$ cat src/verilog/servo_monitor_map_regs.vh
// register map, reset values and answer codes of the monitor/command bank
`ifndef SERVO_MONITOR_MAP_REGS_VH
`define SERVO_MONITOR_MAP_REGS_VH

// 32-bit monitoring values and gear settings, low word at the even address
`define ADDR_COMMAND_PULSE_COUNT   16'h0434
`define ADDR_FEEDBACK_PULSE_COUNT  16'h0436
`define ADDR_FOLLOWING_ERROR_COUNT 16'h0438
`define ADDR_CUMULATIVE_LOAD       16'h043a
`define ADDR_INERTIA_RATIO         16'h043c
`define ADDR_ENCODER_ANGLE         16'h043e
`define ADDR_ENCODER_TURN_COUNT    16'h0440
`define ADDR_GEAR_NUMERATOR        16'h0460
`define ADDR_GEAR_DENOMINATOR      16'h0462
`define ADDR_ACTUAL_POSITION_LOW   16'h05f2

// 16-bit registers
`define ADDR_ACTIVE_ALARM          16'h044a
`define ADDR_LINK_IO_SIGNALS       16'h0451
`define ADDR_LINK_OUTPUT_INVERT    16'h0452
`define ADDR_OPERATING_STATE       16'h0457
`define ADDR_FIRMWARE_VERSION      16'h045e
`define ADDR_LOGIC_VERSION         16'h045f
`define ADDR_HISTORY_ALARM_CLEAR   16'h0520
`define ADDR_ACTIVE_ALARM_CLEAR    16'h0521
`define ADDR_ENCODER_ALARM_CLEAR   16'h0522
`define ADDR_ENCODER_TURNS_CLEAR   16'h0523
`define ADDR_JOG_SPEED_CONTROL     16'h0528
`define ADDR_JOG_POSITION_CONTROL  16'h0529
`define ADDR_FACTORY_DEFAULT       16'h0540
`define ADDR_DRIVE_RESET           16'h0541
`define ADDR_RUNNING_GROUP_NUMBER  16'h05f0
`define ADDR_RUNNING_GROUP_INDEX   16'h05f1

// field positions in the jog registers
`define JOG_ENABLE_BIT             15
`define JOG_FORWARD_BIT            1
`define JOG_REVERSE_BIT            0

// value that triggers an action register
`define ACTION_TRIGGER             16'h0001

// reset / factory-default values of the volatile settings
`define LINK_IO_RESET              16'h0000
`define LINK_INVERT_RESET          16'h0000
`define GEAR_NUMERATOR_RESET       32'h00000001
`define GEAR_DENOMINATOR_RESET     32'h00000001
`define JOG_CONTROL_RESET          16'h0000

// exception codes
`define EXC_NONE                   8'h00
`define EXC_BAD_ADDRESS            8'h02

`endif

$ cat src/verilog/servo_monitor_core.v
// monitor and command register bank of the servo drive, word access port
`timescale 1ns/1ns
// What this block does
// - read-only 32-bit command pulse count
// - read-only feedback and following error counts
// - read-only encoder single-turn angle
// - read-only encoder multi-turn revolution count
// - volatile io, invert, gear settings take effect
// - write 1 clears alarm history
// - write 1 clears the pending alarm
// - write 1 clears encoder alarm
// - write 1 zeroes encoder turn count
// - jog speed bits: enable, forward, reverse
// - jog position bits: point mode, direction
// - write 1 restores factory defaults
// - read-only running data group numbers
// - actual position low half readable
// - actual position high half follows low
// - unknown address answers exception code 02
`include "servo_monitor_map_regs.vh"

module servo_monitor_command_regs #(
  parameter [15:0] FIRMWARE_VERSION = 16'h0001, // arbitrary value
  parameter [15:0] LOGIC_VERSION    = 16'h0001  // arbitrary value
) (
  // clock, reset, enable
  input  wire        clk,
  input  wire        rst_n,
  input  wire        ce,
  // word request from the link frame decoder
  input  wire        req_valid,
  input  wire        req_write,
  input  wire [15:0] req_addr,
  input  wire [15:0] req_wdata,
  // answer
  output reg         rsp_valid,
  output reg  [15:0] rsp_rdata,
  output reg         rsp_error,
  output reg  [7:0]  rsp_code,
  // monitored drive state
  input  wire [31:0] command_pulse_count,
  input  wire [31:0] feedback_pulse_count,
  input  wire [31:0] following_error_count,
  input  wire [31:0] cumulative_load,
  input  wire [31:0] inertia_ratio,
  input  wire [31:0] encoder_angle,
  input  wire [31:0] encoder_turn_count,
  input  wire [15:0] active_alarm,
  input  wire [15:0] operating_state,
  input  wire [15:0] running_group_number,
  input  wire [15:0] running_group_index,
  input  wire [31:0] actual_position,
  // volatile settings
  output reg  [15:0] link_io_signals,
  output reg  [15:0] link_output_invert,
  output reg  [31:0] gear_numerator,
  output reg  [31:0] gear_denominator,
  // jog controls
  output wire        jog_servo_enable,
  output wire        jog_forward,
  output wire        jog_reverse,
  output wire        point_mode_enable,
  output wire        point_forward,
  output wire        point_reverse,
  // one-cycle action pulses
  output reg         history_alarm_clear_pulse,
  output reg         active_alarm_clear_pulse,
  output reg         encoder_alarm_clear_pulse,
  output reg         encoder_turns_clear_pulse,
  output reg         factory_default_pulse,
  output reg         drive_reset_pulse
);

  // ==========================================================
  // reset release
  reg        rst_meta_n;
  reg        rst_sync_n;

  always @(posedge clk or negedge rst_n) begin
    if (!rst_n) begin
      rst_meta_n <= 1'b0;
      rst_sync_n <= 1'b0;
    end else begin
      rst_meta_n <= 1'b1;
      rst_sync_n <= rst_meta_n;
    end
  end

  // ==========================================================
  // address decode
  reg [15:0] jog_speed_control;
  reg [15:0] jog_position_control;
  reg [15:0] gear_stage;
  reg [15:0] snap_high;
  reg [15:0] snap_base;
  reg        snap_valid;

  wire [15:0] base = {req_addr[15:1], 1'b0};
  wire        take = ce & req_valid;

  reg         is_wide;
  reg  [31:0] wide_value;
  reg         hit;
  reg  [15:0] narrow_value;

  always @* begin
    is_wide    = 1'b1;
    wide_value = 32'h00000000;
    case (base)
      `ADDR_COMMAND_PULSE_COUNT:   wide_value = command_pulse_count;
      `ADDR_FEEDBACK_PULSE_COUNT:  wide_value = feedback_pulse_count;
      `ADDR_FOLLOWING_ERROR_COUNT: wide_value = following_error_count;
      `ADDR_CUMULATIVE_LOAD:       wide_value = cumulative_load;
      `ADDR_INERTIA_RATIO:         wide_value = inertia_ratio;
      `ADDR_ENCODER_ANGLE:         wide_value = encoder_angle;
      `ADDR_ENCODER_TURN_COUNT:    wide_value = encoder_turn_count;
      `ADDR_GEAR_NUMERATOR:        wide_value = gear_numerator;
      `ADDR_GEAR_DENOMINATOR:      wide_value = gear_denominator;
      `ADDR_ACTUAL_POSITION_LOW:   wide_value = actual_position;
      default:                     is_wide = 1'b0;
    endcase
  end

  always @* begin
    hit          = 1'b1;
    narrow_value = 16'h0000;
    case (req_addr)
      `ADDR_ACTIVE_ALARM:         narrow_value = active_alarm;
      `ADDR_LINK_IO_SIGNALS:      narrow_value = link_io_signals;
      `ADDR_LINK_OUTPUT_INVERT:   narrow_value = link_output_invert;
      `ADDR_OPERATING_STATE:      narrow_value = operating_state;
      `ADDR_FIRMWARE_VERSION:     narrow_value = FIRMWARE_VERSION;
      `ADDR_LOGIC_VERSION:        narrow_value = LOGIC_VERSION;
      `ADDR_HISTORY_ALARM_CLEAR:  narrow_value = 16'h0000;
      `ADDR_ACTIVE_ALARM_CLEAR:   narrow_value = 16'h0000;
      `ADDR_ENCODER_ALARM_CLEAR:  narrow_value = 16'h0000;
      `ADDR_ENCODER_TURNS_CLEAR:  narrow_value = 16'h0000;
      `ADDR_JOG_SPEED_CONTROL:    narrow_value = jog_speed_control;
      `ADDR_JOG_POSITION_CONTROL: narrow_value = jog_position_control;
      `ADDR_FACTORY_DEFAULT:      narrow_value = 16'h0000;
      `ADDR_DRIVE_RESET:          narrow_value = 16'h0000;
      `ADDR_RUNNING_GROUP_NUMBER: narrow_value = running_group_number;
      `ADDR_RUNNING_GROUP_INDEX:  narrow_value = running_group_index;
      default:                    hit = 1'b0;
    endcase
  end

  wire mapped = is_wide | hit;

  // high word comes from the snapshot taken with its low word, so a
  // counter carrying between the two reads cannot tear the value
  wire        snap_match = snap_valid & (snap_base == base);
  wire [15:0] high_word  = snap_match ? snap_high : wide_value[31:16];
  wire [15:0] read_word  = !is_wide    ? narrow_value :
                           req_addr[0] ? high_word : wide_value[15:0];

  // ==========================================================
  // answer path
  always @(posedge clk or negedge rst_sync_n) begin
    if (!rst_sync_n) begin
      rsp_valid  <= 1'b0;
      rsp_rdata  <= 16'h0000;
      rsp_error  <= 1'b0;
      rsp_code   <= `EXC_NONE;
      snap_high  <= 16'h0000;
      snap_base  <= 16'h0000;
      snap_valid <= 1'b0;
    end else if (ce) begin
      rsp_valid <= req_valid;
      if (req_valid) begin
        rsp_error <= ~mapped;
        rsp_code  <= mapped ? `EXC_NONE : `EXC_BAD_ADDRESS;
        rsp_rdata <= (mapped && !req_write) ? read_word : 16'h0000;
        if (!req_write && is_wide && !req_addr[0]) begin
          snap_high  <= wide_value[31:16];
          snap_base  <= base;
          snap_valid <= 1'b1;
        end else if (!req_write && is_wide && req_addr[0]) begin
          snap_valid <= 1'b0;
        end
      end
    end
  end

  // ==========================================================
  // volatile settings, lost at power off as nothing backs them up
  wire wr       = take & req_write;
  wire restore  = wr && (req_addr == `ADDR_FACTORY_DEFAULT) &&
                  (req_wdata == `ACTION_TRIGGER);

  always @(posedge clk or negedge rst_sync_n) begin
    if (!rst_sync_n) begin
      link_io_signals      <= `LINK_IO_RESET;
      link_output_invert   <= `LINK_INVERT_RESET;
      gear_numerator       <= `GEAR_NUMERATOR_RESET;
      gear_denominator     <= `GEAR_DENOMINATOR_RESET;
      jog_speed_control    <= `JOG_CONTROL_RESET;
      jog_position_control <= `JOG_CONTROL_RESET;
      gear_stage           <= 16'h0000;
    end else if (restore) begin
      link_io_signals      <= `LINK_IO_RESET;
      link_output_invert   <= `LINK_INVERT_RESET;
      gear_numerator       <= `GEAR_NUMERATOR_RESET;
      gear_denominator     <= `GEAR_DENOMINATOR_RESET;
      jog_speed_control    <= `JOG_CONTROL_RESET;
      jog_position_control <= `JOG_CONTROL_RESET;
    end else if (wr) begin
      case (req_addr)
        `ADDR_LINK_IO_SIGNALS:      link_io_signals <= req_wdata;
        `ADDR_LINK_OUTPUT_INVERT:   link_output_invert <= req_wdata;
        `ADDR_GEAR_NUMERATOR:       gear_stage <= req_wdata;
        `ADDR_GEAR_DENOMINATOR:     gear_stage <= req_wdata;
        // the high word commits both halves at once
        `ADDR_GEAR_NUMERATOR + 16'h0001:
          gear_numerator <= {req_wdata, gear_stage};
        `ADDR_GEAR_DENOMINATOR + 16'h0001:
          gear_denominator <= {req_wdata, gear_stage};
        `ADDR_JOG_SPEED_CONTROL:    jog_speed_control <= req_wdata;
        `ADDR_JOG_POSITION_CONTROL: jog_position_control <= req_wdata;
        default:                    gear_stage <= gear_stage;
      endcase
    end
  end

  assign jog_servo_enable  = jog_speed_control[`JOG_ENABLE_BIT];
  assign jog_forward       = jog_speed_control[`JOG_FORWARD_BIT];
  assign jog_reverse       = jog_speed_control[`JOG_REVERSE_BIT];
  assign point_mode_enable = jog_position_control[`JOG_ENABLE_BIT];
  assign point_forward     = jog_position_control[`JOG_FORWARD_BIT];
  assign point_reverse     = jog_position_control[`JOG_REVERSE_BIT];

  // ==========================================================
  // action registers: one pulse per write of exactly 1
  localparam integer ACTIONS = 6;

  wire [16*ACTIONS-1:0] action_addr = {`ADDR_DRIVE_RESET,
                                       `ADDR_FACTORY_DEFAULT,
                                       `ADDR_ENCODER_TURNS_CLEAR,
                                       `ADDR_ENCODER_ALARM_CLEAR,
                                       `ADDR_ACTIVE_ALARM_CLEAR,
                                       `ADDR_HISTORY_ALARM_CLEAR};
  wire [ACTIONS-1:0]    fire;

  genvar i;
  generate
    for (i = 0; i < ACTIONS; i = i + 1) begin : g_action
      assign fire[i] = wr && (req_addr == action_addr[16*i+15:16*i]) &&
                       (req_wdata == `ACTION_TRIGGER);
    end
  endgenerate

  // pulses come from their own flops so the outputs stay registered
  always @(posedge clk or negedge rst_sync_n) begin
    if (!rst_sync_n) begin
      history_alarm_clear_pulse <= 1'b0;
      active_alarm_clear_pulse  <= 1'b0;
      encoder_alarm_clear_pulse <= 1'b0;
      encoder_turns_clear_pulse <= 1'b0;
      factory_default_pulse     <= 1'b0;
      drive_reset_pulse         <= 1'b0;
    end else if (ce) begin
      history_alarm_clear_pulse <= fire[0];
      active_alarm_clear_pulse  <= fire[1];
      encoder_alarm_clear_pulse <= fire[2];
      encoder_turns_clear_pulse <= fire[3];
      factory_default_pulse     <= fire[4];
      drive_reset_pulse         <= fire[5];
    end
  end

endmodule

$ cat config.mk
export PLATFORM = sky130hd
export DESIGN_NAME = servo_monitor_command_regs
export DESIGN_NICKNAME = d
export VERILOG_FILES = /design/src/verilog/servo_monitor_core.v
export VERILOG_INCLUDE_DIRS = /design/src /design/src/verilog
export SDC_FILE = /design/constraint.sdc
export NUM_CORES = 1
export LEC_CHECK = 0
export BUFFER_PORTS_ARGS = -buffer_cell sky130_fd_sc_hd__buf_4
export CELL_PAD_IN_SITES_DETAIL_PLACEMENT = 1
export CELL_PAD_IN_SITES_GLOBAL_PLACEMENT = 2
export CORE_ASPECT_RATIO = 1.5
export CORE_MARGIN = 3
export CORE_UTILIZATION = 25
export CTS_CLUSTER_DIAMETER = 80
export DETAILED_ROUTE_END_ITERATION = 10
export PLACE_DENSITY = 0.85
export SYNTH_ARGS = -nofsm -noshare
export SYNTH_HDL_FRONTEND = slang
export SYNTH_SLANG_ARGS = --single-unit
$ cat constraint.sdc
create_clock -name clk -period 6.35 [get_ports clk]
set_input_delay 0.3175 -clock clk [delete_from_list [all_inputs] [get_ports clk]]
set_output_delay 0.3175 -clock clk [all_outputs]
set_load 0.05 [all_outputs]
=== Yosys cells after proc, flatten, opt, wreduce, memory -nomap -nowiden ===
Cells that the tools add are included.
W data, S select, Z words.

* Bits in registers: 210
* Bits in latches: 0
* Bits in writable memories: 0
* Bits in read-only memories: 0
* Output and inout bits: 134
* Word-level logic and storage cells: 129
* Memories kept: 0

* Add/sub/neg operators: 0
* Multiply operators: 0
* Divide/modulo/power cells: 0
* Order comparisons: 0
* Equality and inequality tests: 32
* Shifts and indexed selects: 0
* Muxes and demuxes: 29
* Bitwise gates (word level): 6
* Reduce and logical (&&, ||, !) cells: 40

{| class="wikitable"
|+ Operators by type and width
! operator !! number
|-
| $eq A16 B11 Y1 const B || 20
|-
| $pmux W32 S10 || 1
|-
| $mux W16 || 16
|-
| $mux W32 || 6
|-
| $eq A15 B10 Y1 const B || 10
|-
| $pmux W16 S9 || 1
|-
| $eq A16 B1 Y1 const B || 1
|-
| $logic_and A1 B1 Y1 || 16
|-
| $reduce_bool A2 Y1 || 8
|-
| $reduce_or A16 Y1 || 1
|-
| $eq A15 B15 Y1 || 1
|-
| $reduce_and A2 Y1 || 7
|-
| $reduce_or A10 Y1 || 1
|-
| $reduce_and A3 Y1 || 3
|-
| $mux W1 || 4
|-
| $reduce_or A2 Y1 || 2
|-
| $and A1 B1 Y1 || 3
|-
| $logic_not A1 Y1 || 2
|-
| $mux W2 || 1
|-
| $not A1 Y1 || 2
|-
| $or A1 B1 Y1 || 1
|}

=== Longest topological paths before layout ===
Gate-level depths: netlist (run 1).

* Depth after elaboration: 7
* Depth in mapped cells: 11
* Depth with buffers taken out: 7

=== Worst setup path before layout (run 1) ===
No wires, ideal clock.

* Path type: input port to flip-flop
* From: input port req_addr[11]
* To: register gear_denominator[21]
* Library setup time: 125 ps
* Arrival: 2381 ps
* Data required time: 6225 ps
* Setup slack: 3843 ps
* Cell stages on the path: 9
* Path through: nor4_4 -> nand4_4 -> or3_4 -> or2_1 -> buf_6 -> and2_4 -> buf_6 -> buf_12 -> mux2_4

* Cells in the longest elaborated chain, start to end: 5

{| class="wikitable"
|+ Ends and longest elaborated chain
! element !! RTL line !! RTL
|-
| start, declared || servo_monitor_core.v:33 || <nowiki>input wire [15:0] req_addr,</nowiki>
|-
| $eq A16 B11 Y1 || -- ||
|-
| $logic_and A1 B1 Y1 (2 in a row) || servo_monitor_core.v:188 || <nowiki>wire restore = wr && (req_addr == `ADDR_FACTORY_DEFAULT) &&</nowiki>
|-
| $reduce_bool A2 Y1 (no source line) || -- ||
|-
| $reduce_and A2 Y1 (no source line) || -- ||
|-
| end signal, assigned || servo_monitor_core.v:196 || <nowiki>gear_denominator <= `GEAR_DENOMINATOR_RESET;</nowiki>
|-
| end signal, assigned || servo_monitor_core.v:204 || <nowiki>gear_denominator <= `GEAR_DENOMINATOR_RESET;</nowiki>
|-
| end signal, assigned || servo_monitor_core.v:217 || <nowiki>gear_denominator <= {req_wdata, gear_stage};</nowiki>
|-
| end, declared || servo_monitor_core.v:57 || <nowiki>output reg [31:0] gear_denominator,</nowiki>
|}

Parallel ways exist; a longest one is shown, timed or not.
A chain may end at the register's enable or synchronous reset.

=== Final worst setup path (run 1) ===
* From: input port req_addr[11]
* To: register jog_speed_control[3]

* Cells in the longest elaborated chain, start to end: 5

{| class="wikitable"
|+ Ends and longest elaborated chain
! element !! RTL line !! RTL
|-
| $eq A16 B11 Y1 || -- ||
|-
| $logic_and A1 B1 Y1 (2 in a row) || servo_monitor_core.v:188 ||
|-
| $reduce_bool A2 Y1 (no source line) || -- ||
|-
| $reduce_and A2 Y1 (no source line) || -- ||
|-
| end signal, assigned || servo_monitor_core.v:197 || <nowiki>jog_speed_control <= `JOG_CONTROL_RESET;</nowiki>
|-
| end signal, assigned || servo_monitor_core.v:205 || <nowiki>jog_speed_control <= `JOG_CONTROL_RESET;</nowiki>
|-
| end signal, assigned || servo_monitor_core.v:218 || <nowiki>`ADDR_JOG_SPEED_CONTROL: jog_speed_control <= req_wdata;</nowiki>
|-
| end, declared || servo_monitor_core.v:91 || <nowiki>reg [15:0] jog_speed_control;</nowiki>
|}

Parallel ways exist; a longest one is shown, timed or not.

==> reports/results.ini, run 1 <==
[timing]
skew_ns=0.0162
timing.hold.ws_ns=0.0973
tightest_slew_ns=1.32
relSlewSlack=0.114
setup_viol=0
tns_ns=0
rsz0062_at_grt=false
fmax_ghz=0.301
hold_violations=0
fin_crit_sh=0.523
fin_crit_ns=3.32
slew_viol_final=0

[clocking]
postCtsSetupBuffers=0
clk_pin_slew_ns=0.07
clk_path_buf_depth=3
cts.hold.buffers_added=1
numCtsBuffers=21
cts_resized=0
cts_tree=yes
insertion_delay_ns=0.52
htreeDepth=1
clockRootBuffer=clkbuf_16
cts_sinks=202

[floorplan]
rows=97
die_height_um=273
die_w_um=184
start_util=0.253
io_pins=491
dieArea_um2=50100
core-area_um2=46800

[global_routing]
grt_max_degree=164
globalRouteTotalUtil=0.271
grt_first_pass_wirelength_mm=99.8
grt_pass1_vias=13672
grt_antenna_before_repair=6
gr-total-overflow=0

[pwr]
p_per_area_nw_per_um2=181
totalPowerFinal_mw=3.04
power_leakage_nw=8.17
ir_worst_vdd_mv=0.159

[logic_synthesis]
synth_top_area_frac=0.422
synth.area.top_cells=dfrtp_1, nand2_1, a222oi_1
async_flop_share=1.00
syn_inst=1303
synth_area_um2=11900
ys_seq_area_frac=0.427
synthTopCellsByCount=nand2_1, dfrtp_1, nand3_1
yosysWarnings=0
syn_avg_cell_area_um2=9.10
synth-edff-count=0
synth_most_common_cell=nand2_1
ys_types=75
ys_ff_latch=202
synthFlopType=dfrtp_1
synth_area_leader_cell=dfrtp_1

[setup_path]
slowest_stage=nor2_1
crit_buf_inv=1
max_stage_delay_ns=0.82
reg2reg_slack_ns=3.83
crit_fanout=16
cp.required_ns=6.75
cp-start-kind=primary input
crit_type=primary input to register
worst_setup_path_end_kind=register
cp_top_family=simple AND/OR/NAND/NOR gates
cpMostUsedCell=nand2_1
arrival_ns=3.72
cp_cell_sequence=buf_4 -> nor4_4 -> nand4_1 -> nor2_1 -> nand2_1 -> nand2_1 -> mux2_2

[detailed_routing]
wl_met2_mm=36.4
wl_met1_mm=27.8
drtPass1Iterations=9
drc=0
drtIter0Drc=1362
wirelength_mm=71.4
wl_met3_mm=4.47
antenna_left=0
dr.max_layer_used=met4
vias_per_cell=5.66
routedWlPerCell_um=30.6
vias=13197

[layout]
area_growth_pct=41.3
drive_above_1_share=0.366
final_cell_area_um2=16700
stdcell_count=2331
fillers=5456
finalNetCount=2073

[min_path]
worstHoldPathType=primary input to register

[placement]
place_congestion=0.971
dp_cells=2286
place_area_um2=16000
port_buffers=483
hpwl_mm=56.0

[run]
maxCapViolCount=0

[run_status]
status=completed

-- per-stage QoR --
| step | utilization | setup WS, ns |
|---|---|---|
| after global routing | 0.357 | 2.87 |
| after floorplan | - | 0.308 |
| after global placement | 0.341 | 2.68 |
| after detailed placement | 0.341 | 2.62 |
| after CTS | 0.357 | 3.14 |
| final | 0.358 | 3.03 |
-- cell families after synthesis --
logic type / Yosys count / synth area share
muxes: 74 / 0.0700
DFF: 202 / 0.427
AOI/OAI and AO/OA: 279 / 0.182
and+or+nand+nor: 592 / 0.254
other: 2 / 0.000634
buffers and inverters: 138 / 0.0548
xor gates and xnor gates: 16 / 0.0118
-- area by class of cell --
cell class	count	area [um^2]	area share
Antenna cell	6	15.0	0.000896
Clock inverter	11	168	0.0100
Tap cell	594	743	0.0444
Timing Repair Buffer	511	3850	0.230
Inverter	11	41.3	0.00247
Multi-Input combinational cell	969	6280	0.375
Clock buffer	27	588	0.0351
Sequential cell	202	5060	0.302
-- final timing paths --
kind,start,endpoint,cells after the start
max in group asynchronous,rst_sync_n,gear_numerator[10],1
min reg2reg,rst_sync_n,factory_default_pulse,0
min,req_wdata[2],link_io_signals[2],3
min in group asynchronous,rst_n,rst_sync_n,2
max reg2reg,snap_base[15],rsp_rdata[14],6
max,req_addr[11],jog_speed_control[3],7
-- per-layer routing --
metal / up-vias / global-route usage
li1: 5690 / -
met1: 6783 / 0.334
met2: 623 / 0.482
met3: 101 / 0.0349
met4: 0 / 0.0997
met5: - / 0
-- power by group --
part | internal (mW) | switching (mW) | total, mW
sequential | 1.29 | 0.00675 | 1.30
combinational | 0.168 | 0.178 | 0.346
clock | 0.822 | 0.572 | 1.39
-- worst reg2reg max path, stage by stage (launching register included) --
cell and delay (ns):
dfrtp_1 0.40, xnor2_1 0.28, nand4_1 0.14, or4_1 0.88, o31ai_1 0.47, nor3_1 0.09, nand2b_1 0.15
-- layout by cell type, fill, tap and decap left out, types with 21 or more instances in the layout --
master and instances:
buf_4 509, nand2_1 289, dfrtp_1 199, nand3_1 94, a22oi_1 71, a222oi_1 65
nor2_1 48, nand4_1 39, a21oi_1 34, mux2i_1 33, mux2_2 31, clkbuf_16 21
-- sequential cells by signal, summed over array words and instances, names as in the netlist, 15 cells and up --
name / flops
gear_denominator: 32
gear_numerator: 32
gear_stage: 16
jog_position_control: 16
jog_speed_control: 16
link_io_signals: 16
link_output_invert: 16
rsp_rdata: 16
snap_high: 16
snap_base: 15
No activity file was read; power rests on OpenSTA's default activity.
==> inputs of run 2 (changes only) <==
- clock period: 6.35 -> 2.88 ns (I/O delays scaled with it)
==> run 2 against run 1 <==
Against the previous run: utilization up 2.4 points; combinational power grew 140%; final area grew 6.6%; power is 120% higher; die area is the same; sequential share of layout area is 1.9 points lower.
==> reports/results.ini, run 2 (synthesis results as in run 1) <==
[run_status]
status=completed

[layout]
num_antenna_cells=0
final_common_cell=buf_4
drive_above_1_share=0.376
fillers=5409
layout_common_cells=buf_4, nand2_1, dfrtp_1, nand3_1, a22oi_1
top_regs=gear_denominator x32, gear_numerator x32
area_growth_pct=50.6
finalNetCount=2174

[timing]
fin_crit_sh=0.941
skew_ns=0.0197
setup_viol=0
rsz0062_at_grt=false
slew_viol_final=0
relSlewSlack=0.384
fin_crit_ns=2.71
tightest_slew_ns=0.924
hold_violations=0
fmax_ghz=0.369
fin_ws_ns=0.169

[detailed_routing]
wirelength_mm=70.3
antenna_left=0
routedWlPerCell_um=29.0
vias=13503
drtPass1Iterations=9
drc=0
vias_per_cell=5.56
drtIter0Drc=1412

[setup_path]
cp-start-kind=primary input
arrival_ns=3.13
cp.required_ns=3.30
timing.rr.start=snap_base[2]
worst_setup_path_end_kind=register
rr_worst_depth=5
reg2reg_slack_ns=0.48
crit_fanout=17
worstSetupEndpoint=rsp_rdata[5]
crit_type=primary input to register
critPathLaunch=req_addr[6]
rr_endpoint=rsp_rdata[12]

[clocking]
clk_pin_slew_ns=0.06
clk_path_buf_depth=3
insertion_delay_ns=0.54
cts_tree=yes
clockRootBuffer=clkbuf_16
htreeDepth=1
cts_sinks=202
numCtsBuffers=22
postCtsSetupBuffers=0

[global_routing]
grt_pass1_vias=14174
grt_first_pass_wirelength_mm=99.5
grt_antenna_before_repair=0
globalRouteTotalUtil=0.268
grt_max_degree=92
gr-total-overflow=0

[placement]
port_buffers=483
hpwl_mm=55.8
pre_cts_ws_ns=-0.0374
place_congestion=0.941

[run]
maxCapViolCount=0

[floorplan]
die_height_um=273
rows=97
start_util=0.253
die_w_um=184
dieArea_um2=50100
io_pins=491
core-area_um2=46800

[pwr]
p_seq_frac=0.420
p_per_area_nw_per_um2=380
power_switching_mw=1.70
internal-power_mw=5.09
switching_share=0.250
combPwrFrac=0.123
ir_worst_vdd_mv=0.308
totalPowerFinal_mw=6.79
power_leakage_nw=8.68
clkPwrFrac=0.457

[min_path]
worstHoldPathType=primary input to register

==> run 2: changes by cell type in the layout (fill, tap and decap cells not counted), moves of 2 or more <==
cell           previous run  this run
inv_6                     2         0
dlygate4sd3_1             1        47
buf_4                   509       544
diode_2                   6         0
buf_12                    1        19
clkbuf_8                  4         2
==> run 2: worst min path at each step <==
stage / from / endpoint / slack (ns) / cells past startpoint
2_1_floorplan: rst_n / rst_meta_n / -0.15 / 0
3_3_place_gp: rst_n / rst_meta_n / -0.07 / 1
3_5_place_dp: rst_n / rst_meta_n / -0.07 / 1
4_1_cts: actual_position[13] / rsp_rdata[13] / 0.0009 / 5
5_1_grt: actual_position[13] / rsp_rdata[13] / 0.04 / 5
6_report: encoder_turn_count[26] / snap_high[10] / 0.02 / 4
==> run 2: repair_timing <==
action / 4_1_cts / 5_1_grt
endpoints found under the hold margin: 131 / 0
endpoints found under the setup margin: 0 / 8
hold buffers: 47 / 0
gates resized for setup: 0 / 2
==> run 2: layout make-up <==
class | count | area, um^2 | area share
multi-input cells | 969 | 6290 | 0.352
flip-flops and latches | 202 | 5060 | 0.283
repair buffers | 611 | 4950 | 0.277
well taps | 594 | 743 | 0.0416
clock buffers | 27 | 589 | 0.0330
clock inverters | 13 | 188 | 0.0105
inverters | 11 | 41.3 | 0.00231
==> run 2: through the flow <==
stage / TNS [ns] / util / cells / area (um^2) / hold slack, ns
after floorplan: 0 / - / 1309 / 11900 / -0.152
after global placement: 0 / 0.354 / 2340 / 16600 / -0.0725
after detailed placement: -0.0374 / 0.354 / 2340 / 16600 / -0.0706
after CTS: 0 / 0.381 / 2427 / 17800 / 0.000906
after global routing: 0 / 0.381 / 2427 / 17900 / 0.0371
final: 0 / 0.381 / 2427 / 17900 / 0.0239
==> run 2: layer usage <==
metal	share of wire	track usage	vias up
li1	-	-	5886
met1	0.38	0.332	6866
met2	0.51	0.477	656
met3	0.072	0.0421	95
met4	0.035	0.0850	0
met5	0	0	-
==> run 2: power groups by stage <==
stage          Clock [mW]  Sequential, mW  Combinational (mW)
2_1_floorplan           0            2.95               0.192
3_3_place_gp            0            2.90               0.773
3_5_place_dp            0            2.91               0.781
4_1_cts              3.17            2.85               0.832
5_1_grt              3.28            2.85               0.882
6_report             3.11            2.85               0.834
==> run 2: worst max-delay path, cell delays in order <==
cell           delay [ns]
dlygate4sd3_1        0.54
buf_4                0.22
or3b_1               0.23
buf_4                0.25
nor4_4               0.08
buf_12               0.15
a222oi_1             0.63
nand4_1              0.29
a22o_1               0.26
a31oi_1              0.21
o21ai_1              0.10
